**src/dbc_pkg.sv**
```systemverilog
// What this block does
// Four RW transfer-enable bits 7:4, reset 0.
// Four RW end-interrupt-enable bits 3:0, reset 0.
// Enabled channel transfers on selected source requests.
// Interrupt enable without transfer enable requests interrupt.
// Initialization clears every transfer-enable bit.
// Non-repeat mode clears enable after final count.
// Writing 0 suspends channel and blocks requests.
// Enable sets only after being read as 0.
// Interrupt-enable 0 suppresses the end request.
// Handler withdraws interrupt via enable bits.
// Enable with acknowledge clears selected source automatically.
// End request follows the two bits level-wise.
package dbc_pkg;

  // Structure of the block.
  localparam int NUM_CH = 4;
  localparam int NUM_SRC = 16;
  localparam int SEL_W = 4;
  localparam int CNT_W = 16;
  localparam int ADDR_W = 8;

  // Register byte offsets.
  localparam logic [ADDR_W-1:0] OFS_BAND = 8'h00;
  localparam logic [ADDR_W-1:0] OFS_SRCSEL = 8'h04;
  localparam logic [ADDR_W-1:0] OFS_MODE = 8'h08;
  localparam logic [ADDR_W-1:0] OFS_CNT_BASE = 8'h10;
  localparam logic [ADDR_W-1:0] OFS_STAT = 8'h20;
  localparam logic [ADDR_W-1:0] OFS_CLR = 8'h24;
  localparam logic [ADDR_W-1:0] OFS_IEN = 8'h28;

  // Field positions.
  localparam int XFER_EN_LSB = 4;
  localparam int END_IE_LSB = 0;
  localparam int MODE_ACK_LSB = 0;
  localparam int MODE_RPT_LSB = 4;
  localparam int STAT_END_LSB = 0;
  localparam int STAT_SUSP_LSB = 4;

  // Reset values.
  localparam logic [7:0] BAND_RST = 8'h00;
  localparam logic [15:0] SRCSEL_RST = 16'h0000;
  localparam logic [7:0] MODE_RST = 8'h00;
  localparam logic [CNT_W-1:0] CNT_RST = 16'h0000;
  localparam logic [7:0] STAT_RST = 8'h00;
  localparam logic [7:0] IEN_RST = 8'h00;

  // Bus answers.
  localparam logic [1:0] RESP_OKAY = 2'h0;
  localparam logic [1:0] RESP_SLVERR = 2'h2;

  // Picks the source-select field of one channel.
  function automatic logic [SEL_W-1:0] selOf(input logic [15:0] sel, input int ch);
    selOf = sel[ch*SEL_W +: SEL_W];
  endfunction

  // Merges write data into an old value under the byte strobes.
  function automatic logic [31:0] laneMerge(input logic [31:0] old, input logic [31:0] wd,
                                            input logic [3:0] strb);
    for (int b = 0; b < 4; b++) begin
      laneMerge[b*8 +: 8] = strb[b] ? wd[b*8 +: 8] : old[b*8 +: 8];
    end
  endfunction

endpackage

```
**src/dbc_reg_if.sv**
```systemverilog
`timescale 1ns/10ps
interface dbc_reg_if;
  import dbc_pkg::*;

  logic wrEn;
  logic [ADDR_W-1:0] wrAddr;
  logic [31:0] wrData;
  logic [3:0] wrStrb;
  logic wrHit;
  logic rdEn;
  logic [ADDR_W-1:0] rdAddr;
  logic [31:0] rdData;
  logic rdHit;

  modport slave (output wrEn, wrAddr, wrData, wrStrb, rdEn, rdAddr,
                 input wrHit, rdData, rdHit);
  modport regs (input wrEn, wrAddr, wrData, wrStrb, rdEn, rdAddr,
                output wrHit, rdData, rdHit);
endinterface

```
**src/dbc_top.sv**
```systemverilog
// The placing of the registers and the AXI4-Lite register port were left to the implementer.
`timescale 1ns/10ps
module dbc_top import dbc_pkg::*; (
  input wire logic core_clk,
  input wire logic rst,
  input wire logic dmaInit,
  input wire logic [NUM_SRC-1:0] srcReq,
  input wire logic [ADDR_W-1:0] s_axi_awaddr,
  input wire logic s_axi_awvalid,
  output logic s_axi_awready,
  input wire logic [31:0] s_axi_wdata,
  input wire logic [3:0] s_axi_wstrb,
  input wire logic s_axi_wvalid,
  output logic s_axi_wready,
  output logic [1:0] s_axi_bresp,
  output logic s_axi_bvalid,
  input wire logic s_axi_bready,
  input wire logic [ADDR_W-1:0] s_axi_araddr,
  input wire logic s_axi_arvalid,
  output logic s_axi_arready,
  output logic [31:0] s_axi_rdata,
  output logic [1:0] s_axi_rresp,
  output logic s_axi_rvalid,
  input wire logic s_axi_rready,
  output logic [NUM_CH-1:0] xferGo,
  output logic [NUM_SRC-1:0] srcClear,
  output logic [NUM_SRC-1:0] cpuSrcReq,
  output logic [NUM_CH-1:0] endIrqReq,
  output logic irq
);

  ////////////////////////////////////////////////////////////////////////////////
  // Register bus.

  dbc_reg_if regBus();

  // The bus slave turns channel handshakes into single-cycle strobes.
  dbc_axil_slave uSlave (
    .core_clk(core_clk),
    .rst(rst),
    .s_axi_awaddr(s_axi_awaddr),
    .s_axi_awvalid(s_axi_awvalid),
    .s_axi_awready(s_axi_awready),
    .s_axi_wdata(s_axi_wdata),
    .s_axi_wstrb(s_axi_wstrb),
    .s_axi_wvalid(s_axi_wvalid),
    .s_axi_wready(s_axi_wready),
    .s_axi_bresp(s_axi_bresp),
    .s_axi_bvalid(s_axi_bvalid),
    .s_axi_bready(s_axi_bready),
    .s_axi_araddr(s_axi_araddr),
    .s_axi_arvalid(s_axi_arvalid),
    .s_axi_arready(s_axi_arready),
    .s_axi_rdata(s_axi_rdata),
    .s_axi_rresp(s_axi_rresp),
    .s_axi_rvalid(s_axi_rvalid),
    .s_axi_rready(s_axi_rready),
    .bus(regBus.slave)
  );

  ////////////////////////////////////////////////////////////////////////////////
  // Register state.

  logic [NUM_CH-1:0] xferEn_ff, nxt_xferEn;
  logic [NUM_CH-1:0] endIe_ff;
  logic [NUM_CH-1:0] armed_ff, nxt_armed;
  logic [15:0] srcSel_ff;
  logic [7:0] mode_ff;
  logic [7:0] stat_ff, nxt_stat;
  logic [7:0] ien_ff;
  logic [NUM_CH-1:0] chDone;
  logic [NUM_CH-1:0] cntLoad;
  logic [CNT_W-1:0] cntLeft [NUM_CH];
  logic [NUM_SRC-1:0] chClear [NUM_CH];
  logic [NUM_SRC-1:0] blockMask;
  logic [NUM_SRC-1:0] clearAll;

  wire [NUM_CH-1:0] ackEn = mode_ff[MODE_ACK_LSB +: NUM_CH];
  wire [NUM_CH-1:0] rptEn = mode_ff[MODE_RPT_LSB +: NUM_CH];
  wire [7:0] bandVal = {xferEn_ff, endIe_ff};

  ////////////////////////////////////////////////////////////////////////////////
  // Address decode.

  // Write strobes for each register; only aligned offsets match.
  wire [ADDR_W-1:0] wAddr = regBus.wrAddr;
  wire [3:0] wStrb = regBus.wrStrb;
  wire [31:0] wData = regBus.wrData;
  wire wrBandHit = (wAddr == OFS_BAND);
  wire wrCntHit = (wAddr[ADDR_W-1:4] == OFS_CNT_BASE[ADDR_W-1:4]) && (wAddr[1:0] == 2'h0);
  wire wrBand = regBus.wrEn & wrBandHit & wStrb[0];
  wire wrSrcSel = regBus.wrEn & (wAddr == OFS_SRCSEL);
  wire wrMode = regBus.wrEn & (wAddr == OFS_MODE) & wStrb[0];
  wire wrClr = regBus.wrEn & (wAddr == OFS_CLR) & wStrb[0];
  wire wrIen = regBus.wrEn & (wAddr == OFS_IEN) & wStrb[0];
  wire [1:0] wCntIdx = wAddr[3:2];
  wire wrCnt = regBus.wrEn & wrCntHit;
  wire [31:0] cntMerged = laneMerge({16'h0000, cntLeft[wCntIdx]}, wData, wStrb);
  wire [31:0] selMerged = laneMerge({16'h0000, srcSel_ff}, wData, wStrb);

  // Unmapped or misaligned writes are refused with an error answer.
  assign regBus.wrHit = wrBandHit | wrCntHit | (wAddr == OFS_SRCSEL) |
                        (wAddr == OFS_MODE) | (wAddr == OFS_CLR) |
                        (wAddr == OFS_STAT) | (wAddr == OFS_IEN);

  // Read decode; the clear register reads as zero.
  wire [ADDR_W-1:0] rAddr = regBus.rdAddr;
  wire rdCntHit = (rAddr[ADDR_W-1:4] == OFS_CNT_BASE[ADDR_W-1:4]) && (rAddr[1:0] == 2'h0);
  wire rdBand = regBus.rdEn & (rAddr == OFS_BAND);
  wire [1:0] rCntIdx = rAddr[3:2];
  assign regBus.rdHit = (rAddr == OFS_BAND) | rdCntHit | (rAddr == OFS_SRCSEL) |
                        (rAddr == OFS_MODE) | (rAddr == OFS_CLR) |
                        (rAddr == OFS_STAT) | (rAddr == OFS_IEN);
  assign regBus.rdData = (rAddr == OFS_BAND) ? {24'h000000, bandVal} :
                         (rAddr == OFS_SRCSEL) ? {16'h0000, srcSel_ff} :
                         (rAddr == OFS_MODE) ? {24'h000000, mode_ff} :
                         (rAddr == OFS_STAT) ? {24'h000000, stat_ff} :
                         (rAddr == OFS_IEN) ? {24'h000000, ien_ff} :
                         rdCntHit ? {16'h0000, cntLeft[rCntIdx]} : 32'h0;

  ////////////////////////////////////////////////////////////////////////////////
  // Transfer-enable control.

  // Bits in the written value that ask for a set or a clear.
  wire [NUM_CH-1:0] wrEnBits = wData[XFER_EN_LSB +: NUM_CH];
  wire [NUM_CH-1:0] setReq = wrBand ? (wrEnBits & armed_ff) : '0;
  wire [NUM_CH-1:0] swClear = wrBand ? ~wrEnBits : '0;
  wire [NUM_CH-1:0] hwClear = chDone | {NUM_CH{dmaInit}};

  // Hardware clears win over a software set in the same cycle.
  assign nxt_xferEn = (xferEn_ff | setReq) & ~swClear & ~hwClear;

  // Reading a zero arms the bit; any write of the register's low byte disarms it.
  // A read in the same cycle as a write keeps the arm.
  wire [NUM_CH-1:0] armSet = rdBand ? ~xferEn_ff : '0;
  assign nxt_armed = armSet | (armed_ff & ~(wrBand ? {NUM_CH{1'b1}} : '0));

  // Band control low register, both halves.
  always_ff @(posedge core_clk or posedge rst) begin
    if (rst) begin
      xferEn_ff <= BAND_RST[XFER_EN_LSB +: NUM_CH];
      endIe_ff <= BAND_RST[END_IE_LSB +: NUM_CH];
      armed_ff <= '0;
    end else begin
      xferEn_ff <= nxt_xferEn;
      if (wrBand) endIe_ff <= wData[END_IE_LSB +: NUM_CH];
      armed_ff <= nxt_armed;
    end
  end

  // Source select, acknowledge and repeat settings.
  always_ff @(posedge core_clk or posedge rst) begin
    if (rst) begin
      srcSel_ff <= SRCSEL_RST;
      mode_ff <= MODE_RST;
    end else begin
      if (wrSrcSel) srcSel_ff <= selMerged[15:0];
      if (wrMode) mode_ff <= wData[7:0];
    end
  end

  ////////////////////////////////////////////////////////////////////////////////
  // Channels.

  genvar gc;
  generate
    for (gc = 0; gc < NUM_CH; gc++) begin : gChan
      assign cntLoad[gc] = wrCnt & (wCntIdx == 2'(gc));

      // One sub-channel: request pick-up, count and source clearing.
      dbc_channel uChan (
        .core_clk(core_clk),
        .rst(rst),
        .enable(xferEn_ff[gc]),
        .ackEn(ackEn[gc]),
        .repeatEn(rptEn[gc]),
        .srcSel(selOf(srcSel_ff, gc)),
        .srcReq(srcReq),
        .cntLoad(cntLoad[gc]),
        .cntData(cntMerged[CNT_W-1:0]),
        .xferGo(xferGo[gc]),
        .srcClear(chClear[gc]),
        .done(chDone[gc]),
        .cntLeft(cntLeft[gc])
      );
    end
  endgenerate

  // Sources owned by an enabled, acknowledging channel are hidden from the CPU.
  always_comb begin
    blockMask = '0;
    clearAll = '0;
    for (int c = 0; c < NUM_CH; c++) begin
      if (xferEn_ff[c] && ackEn[c]) begin
        blockMask[selOf(srcSel_ff, c)] = 1'b1;
      end
      clearAll = clearAll | chClear[c];
    end
  end

  assign srcClear = clearAll;
  assign cpuSrcReq = srcReq & ~blockMask;

  ////////////////////////////////////////////////////////////////////////////////
  // Transfer-end requests and interrupt status.

  // Level request while interrupt enable is on and transfer enable is off.
  assign endIrqReq = endIe_ff & ~xferEn_ff;

  // Completion and forced suspension set sticky status bits.
  wire [NUM_CH-1:0] suspEvt = swClear & xferEn_ff;
  wire [7:0] events = {suspEvt, chDone};
  wire [7:0] clrMask = wrClr ? wData[7:0] : 8'h00;

  // A new event wins over a clear in the same cycle.
  assign nxt_stat = (stat_ff & ~clrMask) | events;

  always_ff @(posedge core_clk or posedge rst) begin
    if (rst) begin
      stat_ff <= STAT_RST;
      ien_ff <= IEN_RST;
    end else begin
      stat_ff <= nxt_stat;
      if (wrIen) ien_ff <= wData[7:0];
    end
  end

  // One level interrupt for all enabled status bits.
  assign irq = |(stat_ff & ien_ff);

endmodule

```
**src/dbc_axil_slave.sv**
```systemverilog
`timescale 1ns/10ps
module dbc_axil_slave import dbc_pkg::*; (
  input wire logic core_clk,
  input wire logic rst,
  input wire logic [ADDR_W-1:0] s_axi_awaddr,
  input wire logic s_axi_awvalid,
  output logic s_axi_awready,
  input wire logic [31:0] s_axi_wdata,
  input wire logic [3:0] s_axi_wstrb,
  input wire logic s_axi_wvalid,
  output logic s_axi_wready,
  output logic [1:0] s_axi_bresp,
  output logic s_axi_bvalid,
  input wire logic s_axi_bready,
  input wire logic [ADDR_W-1:0] s_axi_araddr,
  input wire logic s_axi_arvalid,
  output logic s_axi_arready,
  output logic [31:0] s_axi_rdata,
  output logic [1:0] s_axi_rresp,
  output logic s_axi_rvalid,
  input wire logic s_axi_rready,
  dbc_reg_if.slave bus
);
  logic awHave_ff, wHave_ff, bValid_ff, rValid_ff;
  logic [ADDR_W-1:0] awAddr_ff;
  logic [31:0] wData_ff, rData_ff;
  logic [3:0] wStrb_ff;
  logic [1:0] bResp_ff, rResp_ff;
  wire awTake = s_axi_awvalid & s_axi_awready;
  wire wTake = s_axi_wvalid & s_axi_wready;
  wire doWrite = awHave_ff & wHave_ff & ~bValid_ff;

  // Address and data are held separately, so they may arrive in either order.
  assign s_axi_awready = ~awHave_ff & ~bValid_ff;
  assign s_axi_wready = ~wHave_ff & ~bValid_ff;
  assign s_axi_arready = ~rValid_ff;
  assign s_axi_bvalid = bValid_ff;
  assign s_axi_bresp = bResp_ff;
  assign s_axi_rvalid = rValid_ff;
  assign s_axi_rdata = rData_ff;
  assign s_axi_rresp = rResp_ff;

  // The register file sees one write strobe and one read strobe.
  assign bus.wrEn = doWrite;
  assign bus.wrAddr = awAddr_ff;
  assign bus.wrData = wData_ff;
  assign bus.wrStrb = wStrb_ff;
  assign bus.rdEn = s_axi_arvalid & s_axi_arready;
  assign bus.rdAddr = s_axi_araddr;

  // Write path: capture both halves, then answer once the write is done.
  always_ff @(posedge core_clk or posedge rst) begin
    if (rst) begin
      awHave_ff <= 1'b0;
      wHave_ff <= 1'b0;
      awAddr_ff <= '0;
      wData_ff <= 32'h0;
      wStrb_ff <= 4'h0;
      bValid_ff <= 1'b0;
      bResp_ff <= RESP_OKAY;
    end else begin
      if (awTake) awAddr_ff <= s_axi_awaddr;
      if (wTake) wData_ff <= s_axi_wdata;
      if (wTake) wStrb_ff <= s_axi_wstrb;
      awHave_ff <= (awHave_ff | awTake) & ~doWrite;
      wHave_ff <= (wHave_ff | wTake) & ~doWrite;
      bValid_ff <= doWrite | (bValid_ff & ~s_axi_bready);
      if (doWrite) bResp_ff <= bus.wrHit ? RESP_OKAY : RESP_SLVERR;
    end
  end

  // Read path: data is captured at the address handshake.
  always_ff @(posedge core_clk or posedge rst) begin
    if (rst) begin
      rValid_ff <= 1'b0;
      rData_ff <= 32'h0;
      rResp_ff <= RESP_OKAY;
    end else begin
      rValid_ff <= bus.rdEn | (rValid_ff & ~s_axi_rready);
      if (bus.rdEn) rData_ff <= bus.rdData;
      if (bus.rdEn) rResp_ff <= bus.rdHit ? RESP_OKAY : RESP_SLVERR;
    end
  end
endmodule

```
**src/dbc_channel.sv**
```systemverilog
`timescale 1ns/10ps
module dbc_channel import dbc_pkg::*; (
  input wire logic core_clk,
  input wire logic rst,
  input wire logic enable,
  input wire logic ackEn,
  input wire logic repeatEn,
  input wire logic [SEL_W-1:0] srcSel,
  input wire logic [NUM_SRC-1:0] srcReq,
  input wire logic cntLoad,
  input wire logic [CNT_W-1:0] cntData,
  output logic xferGo,
  output logic [NUM_SRC-1:0] srcClear,
  output logic done,
  output logic [CNT_W-1:0] cntLeft
);
  logic reqPrev_ff;
  logic [CNT_W-1:0] reload_ff;
  logic [CNT_W-1:0] nxt_cnt;

  // A transfer fires on a new request from the selected source while enabled.
  wire selReq = srcReq[srcSel];
  wire fire = enable & selReq & ~reqPrev_ff;
  wire lastOne = (cntLeft == CNT_W'(1));
  wire [NUM_SRC-1:0] clrVec = ackEn ? (NUM_SRC'(1) << srcSel) : '0;

  // Count down per transfer; repeat mode reloads instead of ending.
  assign nxt_cnt = cntLoad ? cntData :
                   !fire ? cntLeft :
                   (lastOne && repeatEn) ? reload_ff : cntLeft - CNT_W'(1);

  // Transfer pulses, source clear and completion all come from flops.
  always_ff @(posedge core_clk or posedge rst) begin
    if (rst) begin
      reqPrev_ff <= 1'b0;
      reload_ff <= CNT_RST;
      cntLeft <= CNT_RST;
      xferGo <= 1'b0;
      srcClear <= '0;
      done <= 1'b0;
    end else begin
      reqPrev_ff <= selReq;
      if (cntLoad) reload_ff <= cntData;
      cntLeft <= nxt_cnt;
      xferGo <= fire;
      srcClear <= fire ? clrVec : '0;
      done <= fire & lastOne & ~repeatEn;
    end
  end
endmodule

```
**config.mk**
```make
export PLATFORM = sky130hd
export DESIGN_NAME = dbc_top
export DESIGN_NICKNAME = d
export VERILOG_FILES = /design/src/dbc_pkg.sv /design/src/dbc_reg_if.sv /design/src/dbc_top.sv /design/src/dbc_axil_slave.sv /design/src/dbc_channel.sv
export SDC_FILE = /design/constraint.sdc
export NUM_CORES = 1
export LEC_CHECK = 0
export BUFFER_PORTS_ARGS = -buffer_cell sky130_fd_sc_hd__buf_2
export CORE_MARGIN = 2
export CORE_UTILIZATION = 60
export DETAILED_ROUTE_END_ITERATION = 16
export PLACE_DENSITY_LB_ADDON = 0.12
export SETUP_SLACK_MARGIN = 0.4
export SLEW_MARGIN = 30
export SYNTH_ARGS = -nofsm -noshare
export SYNTH_HDL_FRONTEND = slang
export SYNTH_SLANG_ARGS = --single-unit
```
**constraint.sdc**
```tcl
create_clock -name core_clk -period 25.3 [get_ports core_clk]
set_clock_uncertainty 0.1 [all_clocks]
set_input_delay 3.795 -clock core_clk [delete_from_list [all_inputs] [get_ports core_clk]]
set_output_delay 3.795 -clock core_clk [all_outputs]
set_load 0.01 [all_outputs]
```
==> impl_metrics.csv <==
group,metric,value,unit
die,die_h,169,microns
sta,fin_setup_tns,0,ns
route,wl,49400,microns
clocking,clkLatencyLatePin,0.51,ns
die,coreArea,26900,sq um
power,ir_drop,0.0821,mV
power,p_per_area,94.9,nW/um^2
global_routing,grt_overflow,0,
sta,slew_headroom,0.290,
worst_setup_path,r2r-start,"uSlave.bus.wrAddr[3]$_DFFE_PP0P_",
route,routedWlPerCell,24.8,microns
global_routing,grt_pass1_wl,76000,microns
worst_hold_path,holdPathStages,1,
worst_setup_path,r2r_slack,22.09,ns
die,die_area,28600,sq um
worst_setup_path,worstSetupStartpointType,"input pin",
sta,fmax,117,MHz
sta,finalCritPeriodShare,0.337,
final_layout,diodes,0,
global_routing,grt.total_usage,0.347,
clocking,post_cts_buffers,0,
yosys,async_reset_ff_frac,1.00,
placed_design,place.detailed.hpwl,34500,microns
clocking,cts-resized-gates,0,
route,routed_via_density,6.85,
placed_design,gp_congestion,0.952,
clocking,clk_path_buf_depth,3,
yosys,synth.avg_cell_area,10.3,sq um
worst_setup_path,crit_fanout,5,
yosys,syn_inst,1581,
clocking,clock_sinks,304,
clocking,hold_buffers,0,
die,top_level_ports,158,
die,initial_core_util,0.608,
route,drc,0,
clocking,cts-buffers-inserted,34,
worst_hold_path,min_to,"gChan[2].uChan.reload_ff[10]$_DFFE_PP0P_",
clocking,htree_levels,2,
final_layout,finalNonFillerCells,1993,
placed_design,numPortBuffers,121,
yosys,synthFlopType,"dfrtp_1",
route,drt_iter0_drc,1634,
power,p_leak,8.31,nW
yosys,ys_seq_elements,304,
final_layout,syn_to_final_growth,9.91,%
worst_setup_path,path_class,"in2out",
global_routing,antenna_found_initial,1,
sta,tightest_slew,1.04,ns
final_layout,seq_area,7610,sq um
sta,min_period,8.53,ns
worst_setup_path,r2r_end,"gChan[0].uChan.cntLeft[0]$_DFFE_PP0P_",
worst_hold_path,hold_class,"reg2reg",
route,postRouteAntennaNets,0,
yosys,synth_top_cell_area_share,0.465,
clocking,cts_tree,"built",
route,drt-pass1-iter-count,5,
yosys,yosysSeqAreaShare,0.465,
die,die_w,169,microns
die,rows,60,
worst_setup_path,worstPathArrival,4.63,ns
final_layout,multi_input_area,8020,sq um
sta,rsz0062_at_grt,"false",
final_layout,nets,1715,
sta,finalSetupViolations,0,
yosys,synth_edf_count,0,
sta,hold_viol,0,
yosys,yosys.area.top_type,"dfrtp_1",
worst_hold_path,min_from,"gChan[2].uChan.reload_ff[10]$_DFFE_PP0P_",
final_layout,fin_util,0.668,
job,drv_cap,0,
outcome,status,"finished, final reports clean",
worst_setup_path,endpoint_kind,"primary output",
global_routing,grt_start_max_net_pins,124,
final_layout,fill_cells,2114,
yosys,netlist_area,16300,sq um
yosys,synth_cell_types,88,
worst_setup_path,required,21.40,ns
clocking,cts_root_buf,"clkbuf_16",
global_routing,first_global_vias,13085,
placed_design,place_inst,1936,
final_layout,drive_gt1_frac,0.208,
placed_design,place_ws,16.85,ns
clocking,cts.reportedPaths.clkPinSlew,0.05,ns
yosys,synth.area.top_cells,"dfrtp_1 47%, mux4_2 6.3%, mux2_2 4.6%, nor2_1 3.8%, nand2_1 3.4%",
route,vias,13649,
yosys,yosysWarnings,0,
sta,slew_violations,0,
sta,fin_ws,16.77,ns
worst_setup_path,reg2reg_depth,5,
## metal layers
metal,wire (microns),GRT usage
met2,22200,0.537
met1,19900,0.484
met3,4680,0.0622
met4,2610,0.155
met5,0,0
## worst max-delay path by stage
stage | startpoint | end | depth (start not counted)
2_1_floorplan | rst | armed_ff[0]$_DFF_PP0_ | 1
3_3_place_gp | srcReq[0] | cpuSrcReq[0] | 4
3_5_place_dp | srcReq[0] | cpuSrcReq[0] | 4
4_1_cts | srcReq[0] | cpuSrcReq[0] | 4
5_1_grt | srcReq[0] | cpuSrcReq[0] | 4
6_report | srcReq[0] | cpuSrcReq[0] | 4
## logic make-up (layout without fill, tap and decap cells)
group,Yosys count,count (layout),synth area share
other,1,18,0.000229
adder cells (fa/ha/maj),8,8,0.00612
multiplexers,149,149,0.136
AND/OR/NAND/NOR,576,576,0.181
AO/OA/AOI/OAI,362,362,0.151
XOR/XNOR,21,21,0.0113
buffers and inverters,160,214,0.0491
flip-flops,304,304,0.465
## placed cells by master, fill, tap and decap left out, types with 13 or more instances in the layout
| master | count |
|---|---|
| inv_1 | 21 |
| conb_1 | 18 |
| mux2i_1 | 27 |
| clkbuf_16 | 35 |
| nor2b_1 | 19 |
| nor3_1 | 46 |
| dfrtp_1 | 304 |
| o21ai_0 | 54 |
| nand2_1 | 149 |
| nand2b_1 | 16 |
| o31ai_1 | 16 |
| a21o_1 | 25 |
| nor4_1 | 16 |
| or4_1 | 20 |
| a22oi_1 | 26 |
| a31oi_1 | 24 |
| o22ai_1 | 23 |
| buf_2 | 121 |
| mux4_2 | 46 |
| a21oi_1 | 69 |
| nand3_1 | 29 |
| o21a_1 | 17 |
| o211ai_1 | 16 |
| o221ai_1 | 16 |
| mux2_2 | 67 |
| nor2_1 | 164 |
| nand4_1 | 13 |
## worst max-delay path, stage by stage
cell and delay (ns):
buf_2 0.18, o221ai_1 0.13, nor3_1 0.32, buf_2 0.21
## metrics by stage
| step | hold WS [ns] | cell area, sq um | total power (W) |
|---|---|---|---|
| 2_1_floorplan | 0.311 | 16400 | 0.00102 |
| 3_5_place_dp | 0.362 | 16900 | 0.00121 |
| 3_3_place_gp | 0.353 | 16800 | 0.00119 |
| 6_report | 0.373 | 18000 | 0.00171 |
| 4_1_cts | 0.375 | 17900 | 0.00169 |
| 5_1_grt | 0.390 | 18000 | 0.00177 |
## flip-flops by register name, summed over array words and instances (netlist names), 4 cells and up
signal                  count
ien_ff                      8
gChan.uChan.done            4
endIe_ff                    4
uSlave.bus.wrAddr           8
stat_ff                     8
xferEn_ff                   4
gChan.uChan.reqPrev_ff      4
gChan.uChan.reload_ff      64
mode_ff                     8
uSlave.s_axi_rdata         16
gChan.uChan.xferGo          4
armed_ff                    4
gChan.uChan.cntLeft        64
srcSel_ff                  16
uSlave.bus.wrData          16
gChan.uChan.srcClear       64
## where the power goes
| group | total, W | internal [W] | switching (W) |
|---|---|---|---|
| clock network | 0.000482 | 0.000290 | 0.000192 |
| logic | 0.000476 | 0.000210 | 0.000266 |
| registers | 0.000747 | 0.000577 | 0.000170 |
## layout make-up
| class | instances | area share |
|---|---|---|
| clock buffers | 54 | 0.0577 |
| clock inverters | 3 | 0.00265 |
| inverters | 25 | 0.00564 |
| multi-input cells | 1134 | 0.447 |
| flip-flops and latches | 304 | 0.423 |
| well taps | 341 | 0.0238 |
| repair buffers | 132 | 0.0401 |
## synthesized netlist by cell type (10+ instances only)
library cell  number
o211ai_1          16
mux2_2            67
a22oi_1           26
a31oi_1           24
and3_1            13
o22ai_1           23
nand2_1          150
a21o_1            25
nand4_1           13
nand2b_1          16
or4_1             20
nor2_1           164
buf_4             27
dfrtp_1          304
mux2i_1           30
a221oi_1          11
inv_1             22
o31ai_1           16
xnor2_1           10
nor4_1            16
nand3b_1          12
or3_1             11
nor3_1            46
a21oi_1           69
o21a_1            17
nand3_1           31
buf_2             33
o21ai_0           54
nor2b_1           19
mux4_2            46
clkbuf_1          62
o221ai_1          16
xor2_1            11
No activity file was read; power rests on OpenSTA's default activity.
